==> src/usbsr_pkg.sv <==
// Constants and register layout of the USB suspend/resume control block
package usbsr_pkg;
  // Clock and timing
  localparam int CLK_HZ          = 40_000_000;
  localparam int SUSPEND_MS      = 3;
  localparam int SUSPEND_CYC     = SUSPEND_MS * (CLK_HZ / 1000);
  localparam int REMOTE_MIN_MS   = 5;
  localparam int REMOTE_MIN_CYC  = REMOTE_MIN_MS * (CLK_HZ / 1000);
  localparam int RESUME_MS       = 10;
  localparam int RESUME_CYC      = RESUME_MS * (CLK_HZ / 1000);
  localparam int FS_BIT_HZ       = 12_000_000;
  localparam int BUS_RESET_BITS  = 32;
  localparam int BUS_RESET_CYC   = (BUS_RESET_BITS * CLK_HZ + FS_BIT_HZ - 1) / FS_BIT_HZ;
  localparam int CNT_W           = 20;
  localparam int SE0_W           = 8;

  // Register byte addresses
  localparam logic [11:0] ADDR_CTRL  = 12'h0BC;
  localparam logic [11:0] ADDR_FLAGS = 12'h0C0;
  localparam logic [11:0] ADDR_IEN   = 12'h0C4;
  localparam logic [11:0] ADDR_PRIO  = 12'h0C8;
  localparam logic [11:0] ADDR_EPF   = 12'h0CC;
  localparam logic [11:0] ADDR_EPIEN = 12'h0D0;

  // usb_global_control bit positions
  localparam int CB_ON      = 7;
  localparam int CB_CLKGATE = 6;
  localparam int CB_SNDWAKE = 5;
  localparam int CB_DETACH  = 4;
  localparam int CB_UPRES   = 3;
  localparam int CB_PERMIT  = 2;
  localparam int CB_CONFIG  = 1;
  localparam int CB_ADDRV   = 0;

  // usb_global_event_flags / enable bit positions
  localparam int FB_WAKE = 5;
  localparam int FB_EOR  = 4;
  localparam int FB_SOF  = 3;
  localparam int FB_SUSP = 0;
  localparam logic [7:0] FLAG_MASK = 8'h39;
  localparam logic [7:0] IEN_RST   = 8'h10;

  // Endpoint flag bit positions
  localparam int EB_IN    = 0;
  localparam int EB_OUT0  = 1;
  localparam int EB_OUT1  = 2;
  localparam int EB_SETUP = 3;
  localparam int EB_NAKI  = 4;
  localparam int EB_NAKO  = 5;
  localparam int EB_STALL = 6;
  localparam int EP_N     = 7;

  // Upstream resume sequencer
  typedef enum logic [1:0] {
    USBSR_RS_IDLE  = 2'b00,
    USBSR_RS_DRIVE = 2'b01,
    USBSR_RS_DONE  = 2'b10
  } usbsr_rs_t;
endpackage

==> src/usbsr_top.sv <==
// USB suspend/resume, detach, interrupt collection and global control with APB slave
`timescale 1ns/1ps
`default_nettype none

// Summary of operation
// - Suspend detection counts only while controller is on and USB clock runs.
// - Idle bus longer than 3 ms sets suspend flag; interrupt if enabled.
// - Software clearing suspend flag idles the pad; wake-up event releases pad.
// - Resume detection works with clocks gated and CPU asleep.
// - Non-idle bus after suspend sets wake flag, which wakes the CPU if enabled.
// - Clearing suspend flag first takes the controller out of suspend.
// - Clear suspend then set send-wake; hardware shows resume in progress.
// - Resume sent only with permit, clocks running, and 5 ms suspended.
// - Hardware clears resume-active at completion; firmware clears send-wake bit.
// - Detach floats the pull-up reference; clearing it attaches; needs controller on.
// - Interrupt priority is two bits, high and low, 0 lowest to 3 highest.
// - IN done, OUT bank 0/1 and setup flags set on accepted packets.
// - NAK IN and NAK OUT flags set on NAK; only software clears them.
// - Stalled flag sets after STALL sent, resets when SETUP arrives.
// - Clearing controller enable resets controller, transceiver and clock inputs.
// - Configured flag cleared by reset or SE0 of 32 bit times.
// - Address valid clear means address 0; cleared by resets, set by firmware.
// - Clock gate bit stops the 48 MHz input; resume detection stays alive.
// - Suspend, end-of-reset, SOF and wake flags interrupt only when enabled.
module usbsr_top #(
  parameter int SUSPEND_CYC    = usbsr_pkg::SUSPEND_CYC,
  parameter int REMOTE_MIN_CYC = usbsr_pkg::REMOTE_MIN_CYC,
  parameter int RESUME_CYC     = usbsr_pkg::RESUME_CYC
) (
  input  wire logic        CLK_I,
  input  wire logic        NRST_I,
  input  wire logic        PSEL_I,
  input  wire logic        PENABLE_I,
  input  wire logic        PWRITE_I,
  input  wire logic [11:0] PADDR_I,
  input  wire logic [31:0] PWDATA_I,
  output logic      [31:0] PRDATA_O,
  output logic             PREADY_O,
  output logic             PSLVERR_O,
  input  wire logic        BUS_IDLE_I,
  input  wire logic        BUS_SE0_I,
  input  wire logic        SOF_I,
  input  wire logic        CLK48_RUN_I,
  input  wire logic        EP_IN_DONE_I,
  input  wire logic        EP_OUT0_I,
  input  wire logic        EP_OUT1_I,
  input  wire logic        EP_SETUP_I,
  input  wire logic        EP_NAK_IN_I,
  input  wire logic        EP_NAK_OUT_I,
  input  wire logic        EP_STALL_SENT_I,
  output logic             USB_IRQ_O,
  output logic      [1:0]  USB_PRIO_O,
  output logic             CPU_WAKE_O,
  output logic             PAD_IDLE_O,
  output logic             USB_CLK_EN_O,
  output logic             CTRL_ON_O,
  output logic             CONFIGURED_O,
  output logic             ADDR_VALID_O,
  output logic             RESUME_DRIVE_O,
  output logic             VREF_O,
  output logic             VREF_OE_O
);

  localparam logic [usbsr_pkg::CNT_W-1:0] SUSP_LIM =
    usbsr_pkg::CNT_W'(SUSPEND_CYC);
  localparam logic [usbsr_pkg::CNT_W-1:0] RMIN_LIM =
    usbsr_pkg::CNT_W'(REMOTE_MIN_CYC);
  localparam logic [usbsr_pkg::CNT_W-1:0] RES_LIM =
    usbsr_pkg::CNT_W'(RESUME_CYC);
  localparam logic [usbsr_pkg::SE0_W-1:0] SE0_LIM =
    usbsr_pkg::SE0_W'(usbsr_pkg::BUS_RESET_CYC);

  typedef struct packed {
    logic                          on;
    logic                          clk_gate;
    logic                          send_wake;
    logic                          detach;
    logic                          permit;
    logic                          configured;
    logic                          addr_valid;
    logic [7:0]                    flags;
    logic [7:0]                    ien;
    logic [1:0]                    prio;
    logic [usbsr_pkg::EP_N-1:0]    epf;
    logic [usbsr_pkg::EP_N-1:0]    epien;
    logic                          pad_idle;
    logic [usbsr_pkg::CNT_W-1:0]   idle_cnt;
    logic [usbsr_pkg::CNT_W-1:0]   susp_cnt;
    logic [usbsr_pkg::SE0_W-1:0]   se0_cnt;
    usbsr_pkg::usbsr_rs_t          rs;
    logic                          resume_drive;
    logic [usbsr_pkg::CNT_W-1:0]   rs_cnt;
    logic                          pready;
    logic                          pslverr;
    logic [31:0]                   prdata;
    logic                          irq;
    logic                          cpu_wake;
    logic                          clk_en;
    logic                          vref;
    logic                          vref_oe;
  } usbsr_state_t;

  usbsr_state_t st;
  usbsr_state_t next_st;

  logic        wr;
  logic        clocks_ok;
  logic        wake_evt;
  logic [7:0]  ctrl_rd;
  logic [7:0]  flag_set;
  logic [7:0]  flag_clr;
  logic [6:0]  ep_set;
  logic [6:0]  ep_clr;
  logic        mapped;
  logic [7:0]  rd8;

  // Readback view of the global control register
  always_comb begin
    ctrl_rd                        = 8'h00;
    ctrl_rd[usbsr_pkg::CB_ON]      = st.on;
    ctrl_rd[usbsr_pkg::CB_CLKGATE] = st.clk_gate;
    ctrl_rd[usbsr_pkg::CB_SNDWAKE] = st.send_wake;
    ctrl_rd[usbsr_pkg::CB_DETACH]  = st.detach;
    ctrl_rd[usbsr_pkg::CB_UPRES]   = (st.rs == usbsr_pkg::USBSR_RS_DRIVE);
    ctrl_rd[usbsr_pkg::CB_PERMIT]  = st.permit;
    ctrl_rd[usbsr_pkg::CB_CONFIG]  = st.configured;
    ctrl_rd[usbsr_pkg::CB_ADDRV]   = st.addr_valid;
  end

  // Address decode; unmapped reads give zero and an error
  always_comb begin
    mapped = 1'b1;
    case (PADDR_I)
      usbsr_pkg::ADDR_CTRL:  rd8 = ctrl_rd;
      usbsr_pkg::ADDR_FLAGS: rd8 = st.flags;
      usbsr_pkg::ADDR_IEN:   rd8 = st.ien;
      usbsr_pkg::ADDR_PRIO:  rd8 = {6'h00, st.prio};
      usbsr_pkg::ADDR_EPF:   rd8 = {1'b0, st.epf};
      usbsr_pkg::ADDR_EPIEN: rd8 = {1'b0, st.epien};
      default: begin
        rd8    = 8'h00;
        mapped = 1'b0;
      end
    endcase
  end

  // Hardware events, decoded from the bus side
  always_comb begin
    wr        = PSEL_I & PENABLE_I & st.pready & PWRITE_I;
    clocks_ok = st.on & ~st.clk_gate & CLK48_RUN_I;
    // Own resume drive must not count as host wake-up
    wake_evt  = st.on & ~BUS_IDLE_I & (st.flags[usbsr_pkg::FB_SUSP] | st.pad_idle)
                & (st.rs == usbsr_pkg::USBSR_RS_IDLE);
    flag_set  = 8'h00;
    flag_set[usbsr_pkg::FB_SUSP] = clocks_ok & (st.idle_cnt > SUSP_LIM)
                                   & ~st.flags[usbsr_pkg::FB_SUSP];
    flag_set[usbsr_pkg::FB_WAKE] = wake_evt;
    flag_set[usbsr_pkg::FB_SOF]  = clocks_ok & SOF_I;
    flag_set[usbsr_pkg::FB_EOR]  = clocks_ok & ~BUS_SE0_I & (st.se0_cnt >= SE0_LIM);
    ep_set = {EP_STALL_SENT_I, EP_NAK_OUT_I, EP_NAK_IN_I, EP_SETUP_I,
              EP_OUT1_I, EP_OUT0_I, EP_IN_DONE_I} & {7{clocks_ok}};
    // Writing zero clears a flag; writing one leaves it
    flag_clr = (wr && PADDR_I == usbsr_pkg::ADDR_FLAGS) ?
               (~PWDATA_I[7:0] & usbsr_pkg::FLAG_MASK) : 8'h00;
    ep_clr   = (wr && PADDR_I == usbsr_pkg::ADDR_EPF) ? ~PWDATA_I[6:0] : 7'h00;
    // Incoming SETUP withdraws the stall indication
    ep_clr[usbsr_pkg::EB_STALL] = ep_clr[usbsr_pkg::EB_STALL] | EP_SETUP_I;
  end

  // Next-state logic for the whole block
  always_comb begin
    next_st = st;

    // APB: setup phase captures the answer, access phase presents it
    next_st.pready  = PSEL_I & ~PENABLE_I;
    next_st.pslverr = PSEL_I & ~PENABLE_I & ~mapped;
    next_st.prdata  = (PSEL_I & ~PENABLE_I & ~PWRITE_I) ? {24'h000000, rd8} : 32'h00000000;

    // Register writes
    if (wr) begin
      case (PADDR_I)
        usbsr_pkg::ADDR_CTRL: begin
          next_st.on         = PWDATA_I[usbsr_pkg::CB_ON];
          next_st.clk_gate   = PWDATA_I[usbsr_pkg::CB_CLKGATE];
          next_st.send_wake  = PWDATA_I[usbsr_pkg::CB_SNDWAKE];
          next_st.detach     = PWDATA_I[usbsr_pkg::CB_DETACH];
          next_st.permit     = PWDATA_I[usbsr_pkg::CB_PERMIT];
          next_st.configured = PWDATA_I[usbsr_pkg::CB_CONFIG];
          next_st.addr_valid = PWDATA_I[usbsr_pkg::CB_ADDRV];
        end
        usbsr_pkg::ADDR_IEN:   next_st.ien   = PWDATA_I[7:0] & usbsr_pkg::FLAG_MASK;
        usbsr_pkg::ADDR_PRIO:  next_st.prio  = PWDATA_I[1:0];
        usbsr_pkg::ADDR_EPIEN: next_st.epien = PWDATA_I[6:0];
        default: ;
      endcase
    end

    // Sticky flags: a set in the same cycle beats the clear
    next_st.flags = (st.flags & ~flag_clr) | flag_set;
    next_st.epf   = (st.epf & ~ep_clr) | ep_set;

    // Clearing the suspend flag idles the pad and ends suspend
    if (flag_clr[usbsr_pkg::FB_SUSP] & st.flags[usbsr_pkg::FB_SUSP]
        & ~flag_set[usbsr_pkg::FB_SUSP]) begin
      next_st.pad_idle = 1'b1;
    end
    if (wake_evt) begin
      next_st.pad_idle = 1'b0;
    end

    // Suspend timer restarts after each clear so re-detection takes 3 ms
    if (~clocks_ok | ~BUS_IDLE_I | flag_clr[usbsr_pkg::FB_SUSP]) begin
      next_st.idle_cnt = '0;
    end else if (st.idle_cnt <= SUSP_LIM) begin
      next_st.idle_cnt = st.idle_cnt + 1'b1;
    end

    // Time the bus has been idle, for the remote wake rule
    if (~st.on | ~BUS_IDLE_I) begin
      next_st.susp_cnt = '0;
    end else if (st.susp_cnt < RMIN_LIM) begin
      next_st.susp_cnt = st.susp_cnt + 1'b1;
    end

    // Bus reset: SE0 held for 32 full-speed bit times
    if (~st.on | ~BUS_SE0_I) begin
      next_st.se0_cnt = '0;
    end else if (st.se0_cnt < SE0_LIM) begin
      next_st.se0_cnt = st.se0_cnt + 1'b1;
    end
    if (st.on & BUS_SE0_I & (st.se0_cnt >= SE0_LIM)) begin
      next_st.configured = 1'b0;
      next_st.addr_valid = 1'b0;
    end

    // Upstream resume sequencer
    case (st.rs)
      usbsr_pkg::USBSR_RS_IDLE: begin
        next_st.rs_cnt = '0;
        if (st.send_wake & st.permit & clocks_ok & ~st.flags[usbsr_pkg::FB_SUSP]
            & (st.susp_cnt >= RMIN_LIM)) begin
          next_st.rs       = usbsr_pkg::USBSR_RS_DRIVE;
          next_st.pad_idle = 1'b0;
        end
      end
      usbsr_pkg::USBSR_RS_DRIVE: begin
        next_st.rs_cnt = st.rs_cnt + 1'b1;
        if (st.rs_cnt >= RES_LIM - 1'b1) begin
          next_st.rs = usbsr_pkg::USBSR_RS_DONE;
        end
      end
      usbsr_pkg::USBSR_RS_DONE: begin
        // Holds off a second resume until software drops the request
        next_st.rs_cnt = '0;
        if (~st.send_wake) begin
          next_st.rs = usbsr_pkg::USBSR_RS_IDLE;
        end
      end
      default: begin
        next_st.rs     = usbsr_pkg::USBSR_RS_IDLE;
        next_st.rs_cnt = '0;
      end
    endcase

    // Disabled controller: all state is reset except priority, endpoint enables, detach, permit, clock gate and the APB response
    if (~next_st.on) begin
      next_st          = '0;
      next_st.ien      = usbsr_pkg::IEN_RST;
      next_st.prio     = st.prio;
      next_st.epien    = st.epien;
      next_st.detach   = st.detach;
      next_st.permit   = st.permit;
      next_st.clk_gate = st.clk_gate;
      next_st.pready   = PSEL_I & ~PENABLE_I;
      next_st.pslverr  = PSEL_I & ~PENABLE_I & ~mapped;
      next_st.prdata   = (PSEL_I & ~PENABLE_I & ~PWRITE_I) ? {24'h000000, rd8}
                                                            : 32'h00000000;
      if (wr && PADDR_I == usbsr_pkg::ADDR_CTRL) begin
        next_st.detach   = PWDATA_I[usbsr_pkg::CB_DETACH];
        next_st.permit   = PWDATA_I[usbsr_pkg::CB_PERMIT];
        next_st.clk_gate = PWDATA_I[usbsr_pkg::CB_CLKGATE];
      end
      if (wr && PADDR_I == usbsr_pkg::ADDR_PRIO) begin
        next_st.prio = PWDATA_I[1:0];
      end
      if (wr && PADDR_I == usbsr_pkg::ADDR_EPIEN) begin
        next_st.epien = PWDATA_I[6:0];
      end
      if (wr && PADDR_I == usbsr_pkg::ADDR_IEN) begin
        next_st.ien = PWDATA_I[7:0] & usbsr_pkg::FLAG_MASK;
      end
    end

    // Registered outputs, taken from the next state
    next_st.irq      = |(next_st.flags & next_st.ien) |
                       |(next_st.epf & next_st.epien);
    next_st.cpu_wake = next_st.flags[usbsr_pkg::FB_WAKE] &
                       next_st.ien[usbsr_pkg::FB_WAKE];
    next_st.clk_en   = next_st.on & ~next_st.clk_gate;
    next_st.vref     = 1'b1;
    // Own flop so the resume pin is not decoded from the sequencer state
    next_st.resume_drive = (next_st.rs == usbsr_pkg::USBSR_RS_DRIVE);
    // Float only while enabled; a float over 3 us reads as unplugged
    next_st.vref_oe  = ~(next_st.on & next_st.detach);
  end

  // Single state register
  always_ff @(posedge CLK_I or negedge NRST_I) begin
    if (!NRST_I) begin
      st         <= '0;
      st.ien     <= usbsr_pkg::IEN_RST;
      st.vref_oe <= 1'b1;
    end else begin
      st <= next_st;
    end
  end

  // Ports straight from the state register
  assign PRDATA_O       = st.prdata;
  assign PREADY_O       = st.pready;
  assign PSLVERR_O      = st.pslverr;
  assign USB_IRQ_O      = st.irq;
  assign USB_PRIO_O     = st.prio;
  assign CPU_WAKE_O     = st.cpu_wake;
  assign PAD_IDLE_O     = st.pad_idle;
  assign USB_CLK_EN_O   = st.clk_en;
  assign CTRL_ON_O      = st.on;
  assign CONFIGURED_O   = st.configured;
  assign ADDR_VALID_O   = st.addr_valid;
  assign RESUME_DRIVE_O = st.resume_drive;
  assign VREF_O         = st.vref;
  assign VREF_OE_O      = st.vref_oe;

endmodule

`default_nettype wire

==> config.mk <==
export PLATFORM = sky130hd
export DESIGN_NAME = usbsr_top
export DESIGN_NICKNAME = d
export VERILOG_FILES = /design/src/usbsr_pkg.sv /design/src/usbsr_top.sv
export SDC_FILE = /design/constraint.sdc
export NUM_CORES = 1
export LEC_CHECK = 0
export ABC_AREA = 1
export BUFFER_PORTS_ARGS = -buffer_cell sky130_fd_sc_hd__buf_2
export CAP_MARGIN = 10
export CORE_ASPECT_RATIO = 1.1
export CORE_MARGIN = 2
export CORE_UTILIZATION = 54
export DETAILED_ROUTE_END_ITERATION = 12
export PLACE_DENSITY = 0.76
export SYNTH_ARGS = -nofsm -noshare
export SYNTH_HDL_FRONTEND = slang
export SYNTH_SLANG_ARGS = --single-unit
export TNS_END_PERCENT = 20
==> constraint.sdc <==
create_clock -name CLK_I -period 2.2 [get_ports CLK_I]
set_clock_uncertainty 0.2 [all_clocks]
set_input_delay 0.44 -clock CLK_I [delete_from_list [all_inputs] [get_ports CLK_I]]
set_output_delay 0.44 -clock CLK_I [all_outputs]
set_load 0.01 [all_outputs]
==> Word level (Yosys, flattened, before mapping) <==
Index checks and enable logic that the tools add are counted.
{ "classes": {"eq_ne": 17, "n_lt_le_gt_ge": 7, "muxes": 34, "addsub": 4, "bitwise_logic": 57, "n_reduce_logical": 16} }
{ "ops": {"columns": ["cell", "n"], "rows": [
  ["$mux W150", 1],
  ["$mux W20", 5],
  ["$eq A12 B8 Y1 const B", 6],
  ["$add A20 B1 Y20 const B", 3],
  ["$pmux W8 S6", 1],
  ["$mux W7", 6],
  ["$mux W8", 4],
  ["$and A1 B1 Y1", 27],
  ["$and A7 B7 Y7", 3],
  ["$ge A20 B18 Y1 const B", 1],
  ["$ge A20 B19 Y1 const B", 1],
  ["$gt A20 B17 Y1 const B", 1],
  ["$le A20 B17 Y1 const B", 1],
  ["$lt A20 B18 Y1 const B", 1],
  ["$and A8 B8 Y8", 2],
  ["$mux W2", 7],
  ["$not A7 Y7", 2],
  ["$mux W6", 2],
  ["$ne A3 B1 Y1 const B", 4],
  ["$not A1 Y1", 12],
  ["$mux W10", 1],
  ["$add A8 B1 Y8 const B", 1],
  ["$ge A8 B7 Y1 const B", 1],
  ["$lt A8 B7 Y1 const B", 1],
  ["other kinds (20)", 41]
]} }
{ "totals": {"wordCells": 162, "regBits": 150, "input_bits": 60} }

==> Depth between registers and ports, before layout <==
{ "logic_depth": {"ltp_word": 15, "depth_mapped": 14, "ltp_nobuf": 14} }

==> Worst setup path before layout <==
Ideal clock, no wire load.
{ "synth_path": {"kind": "input port to flip-flop", "from": "input port PADDR_I[11]", "to": "register st (netlist bit USB_IRQ_O)", "n_path_buf": 1, "required_ns": 1.876, "setup_slack_ns": 0.261, "setup_ns": 0.124, "t_arrival_ns": 1.615, "cell_stages": 11, "path_cell_list": "nor2_2 -> nand2_4 -> nor2_8 -> nand3_4 -> nand2_4 -> nand2_4 -> buf_6 -> nand3_1 -> nand3_1 -> nor3_1 -> nand2_1"} }
{ "synth_rtl": {"columns": ["item", "line_no", "rtl"], "rows": [
  ["start, declared", "usbsr_top.sv:35", "input wire logic [11:0] PADDR_I,"],
  ["end signal, assigned", "usbsr_top.sv:314", "st <= next_st;"],
  ["end, declared", "usbsr_top.sv:103", "usbsr_state_t st;"]
]} }

==> Worst setup path in the final report <==
{ "layout_path": {"from": "register st[109] (netlist bit)", "to": "register st[97] (netlist bit)"} }
{ "layout_between": {"elab_chain_len": 2} }
{ "layout_rtl": {"columns": ["item", "line_no", "rtl"], "rows": [
  ["$le A20 B17 Y1", "usbsr_top.sv:214", "end else if (st.idle_cnt <= SUSP_LIM) begin"],
  ["$ne A3 B1 Y1 (no line)", null, null]
]} }
No other way between the ends.
A chain may end at the register's enable or synchronous reset.

==> flow_summary.ini <==
[status]
status = completed

[grt]
grt_pass1_vias = 6310
grt-ovfl-total = 0
antenna_found_initial = 0
grt_max_degree = 51
grt_usage = 0.263
grt_pass1_wl_mm = 29.7

[yosys]
synth_area_mm2 = 0.00710
ys_seq_area_frac = 0.445
synth_top_family_by_area = simple AND/OR/NAND/NOR gates
synthSimpleGateAreaFrac = 0.315
avgSynthCellArea_um2 = 7.77
synth.distinct_cells = 48
ys_warn_count = 0
yosys.area.top_type = dfrtp_1
synth_mux_area_frac = 0
yosys.area_share.adder = 0.0106
synth_compound_area_frac = 0.0830
post-synth-top-area-fraction = 0.437
synthCells = 914
synth_area_leaders = dfrtp_1 (44%), nand2_1 (10%), inv_1 (6.8%)
ys_seq_elements = 126
synth-xor-area-share = 0.0247

[die]
die-area_mm2 = 0.0141
start_util = 0.559
ios = 106
die_x_um = 113
core_mm2 = 0.0127
rows = 43
die_h_um = 124

[power]
peakVddDrop_v = 0.000636
switching_share = 0.222
power_density_mw_per_mm2 = 646
p_int_mw = 4.22
power.share.clock = 0.539
p_leak_nw = 4.09
sequentialPowerShare = 0.428
p_comb_frac = 0.033
power_switching_mw = 1.21

[layout]
drive_gt1_frac = 0.174
final_cell_area_mm2 = 0.00840
seqCellArea_mm2 = 0.00316
syn_to_final_growth_pct = 18.4
nets = 1082
fillers = 1062
post-route-util = 0.662
stdcell_count = 1186
antenna_cells = 0
multi_input_area_mm2 = 0.00318

[detailed_routing]
drtIter0Drc = 503
first_pass_iters = 6
postRouteAntennaNets = 0
drc = 0
vias = 6443
vias_per_cell = 5.43
wl_mm = 17.3
wl_per_cell_um = 14.6

[placed_design]
dpl_worst_slack_ns = -0.0608
dp_cells = 1153
gp_congestion = 0.923
port_buffers = 57
hpwl_mm = 12.4
place_area_mm2 = 0.00777

[timing]
finalSetupViolCount = 0
hold_viol = 0
fin_crit_sh = 0.933
rsz0062_at_grt = false
fmax_ghz = 0.487
finalCriticalPeriod_ns = 2.05
fin_tns_setup_ns = 0
fin_ws_ns = 0.147
drv_slew = 0

[min_path]
holdPathStages = 2
hold_end = PREADY_O
hp-class = input pin to flop
hp-start = PENABLE_I

[clock_network]
postCtsSetupRepairBufs = 0
cts-htree-levels = 4
path_clk_slew_ns = 0.06
numCtsBuffers = 17
tritoncts = built
clockBufferDepth = 2
cts.sinks = 126
cts-root-buf = clkbuf_16
insertion_delay_ns = 0.42

[worst_setup_path]
cp.arrival_ns = 2.20
worstPathMaxFanout = 7
regToRegEndpoint = st[97]
crit_type = flop to flop
crit_required_ns = 2.35
r2r-start = st[109]
rrSetupSlack_ns = 0.15
r2r_cells = 10
end_kind = flop
cp-start-kind = flop

[flow_run]
maxCapViolCount = 0
[routing by layer]
layer	track usage	vias up	wire length, um
met5	0	-	0
met4	0.115	0	464
met3	0.0512	41	1060
met2	0.418	222	8460
met1	0.350	3065	7350
li1	-	3115	-
[flip-flops by register name, summed over array words and instances, names as in the netlist, 2 cells and up]
register and count:
st 100, PRDATA_O 8, ctrl_rd 4, USB_PRIO_O 2
[worst max-delay path by stage]
stage | to | startpoint | cells past startpoint
finish | st[97] | st[109] | 10
global route | st[55] | st[43] | 9
CTS | st[102] | st[90] | 11
detailed placement | USB_IRQ_O | PADDR_I[11] | 13
global placement | USB_IRQ_O | PADDR_I[11] | 13
floorplan | USB_IRQ_O | PADDR_I[11] | 11
[final cells by class]
class	count	area share
flip-flops and latches	126	0.376
multi-input cells	626	0.378
inverters	136	0.0611
well taps	157	0.0234
clock inverters	13	0.0192
clock buffers	19	0.0539
repair buffers	109	0.0885
[cell usage after synthesis, drive strengths merged]
master and n:
nand2 205, inv 135, dfrtp 124, nor2 116
nand3 60, buf 49, nor3 47, a21oi 38
nand4 29, o21ai 26, xor2 15, o22ai 13
nor4 8, ha 6, a31oi 5, nor3b 5
xnor2 5, a211oi 4, o31ai 4, o21a 3
a32o 2, conb 2, dfstp 2, nand3b 2
a221oi 1, a41oi 1, and2 1, clkinv 1
o2111a 1, o2111ai 1, o211ai 1, o32ai 1
or2 1
[metrics by stage]
step | total power, mW | hold slack, ns
after floorplan | 2.45 | -0.0556
after global placement | 2.54 | 0.178
after global routing | 5.58 | 0.0201
after CTS | 5.46 | 0.00938
final | 5.43 | 0.0267
after detailed placement | 2.54 | 0.175
[cells by family (layout without fill, tap and decap cells)]
| group | after synthesis | count (layout) |
|---|---|---|
| buffers and inverters | 185 | 277 |
| xor gates and xnor gates | 20 | 20 |
| AOI/OAI and AO/OA | 101 | 101 |
| other | 2 | 25 |
| adders and majority gates | 6 | 6 |
| DFF | 126 | 126 |
| and+or+nand+nor | 474 | 474 |
[critical path, stage by stage, from the launching register on]
cell and delay, ns:
dfrtp_1 0.38, nor2_1 0.18, nand3_1 0.11, nor2_1 0.19, nand3_1 0.18, nand2_2 0.20, buf_4 0.16, nand2_1 0.06
nor2_1 0.14, a21oi_1 0.09, nor3_2 0.10
[cells in the final DEF (no fill, tap or decap), types with 5 or more instances in the layout]
master,Yosys,routed
nand3_1,57,57
buf_4,35,47
dfrtp_1,124,124
o22ai_1,13,13
xor2_1,15,15
a21oi_1,38,38
nor3_1,45,45
clkbuf_16,0,17
inv_1,128,128
nand4_1,28,28
buf_12,0,5
xnor2_1,5,5
ha_1,6,6
nor2_2,6,6
nor4_1,7,6
o21ai_0,20,20
a31oi_1,5,5
o21ai_1,6,6
inv_2,6,6
nand2_2,5,6
nor2_1,104,104
conb_1,2,25
buf_2,12,56
nand2_1,196,195
nor3b_1,5,5
[power by group through the flow]
stage | sequential [mW] | clock, mW | combinational [mW]
6_report | 2.32 | 2.93 | 0.179
5_1_grt | 2.32 | 3.06 | 0.203
4_1_cts | 2.32 | 2.95 | 0.181
3_5_place_dp | 2.36 | 0 | 0.179
3_3_place_gp | 2.36 | 0 | 0.177
2_1_floorplan | 2.37 | 0 | 0.0884
[repair_timing]
action / CTS / global route
resized for setup: 0 / 2
endpoints found under the setup margin: 0 / 8
endpoints found under the hold margin: 22 / 0
hold buffers: 1 / 0
Note: power is estimated with default switching activity, not from simulation.
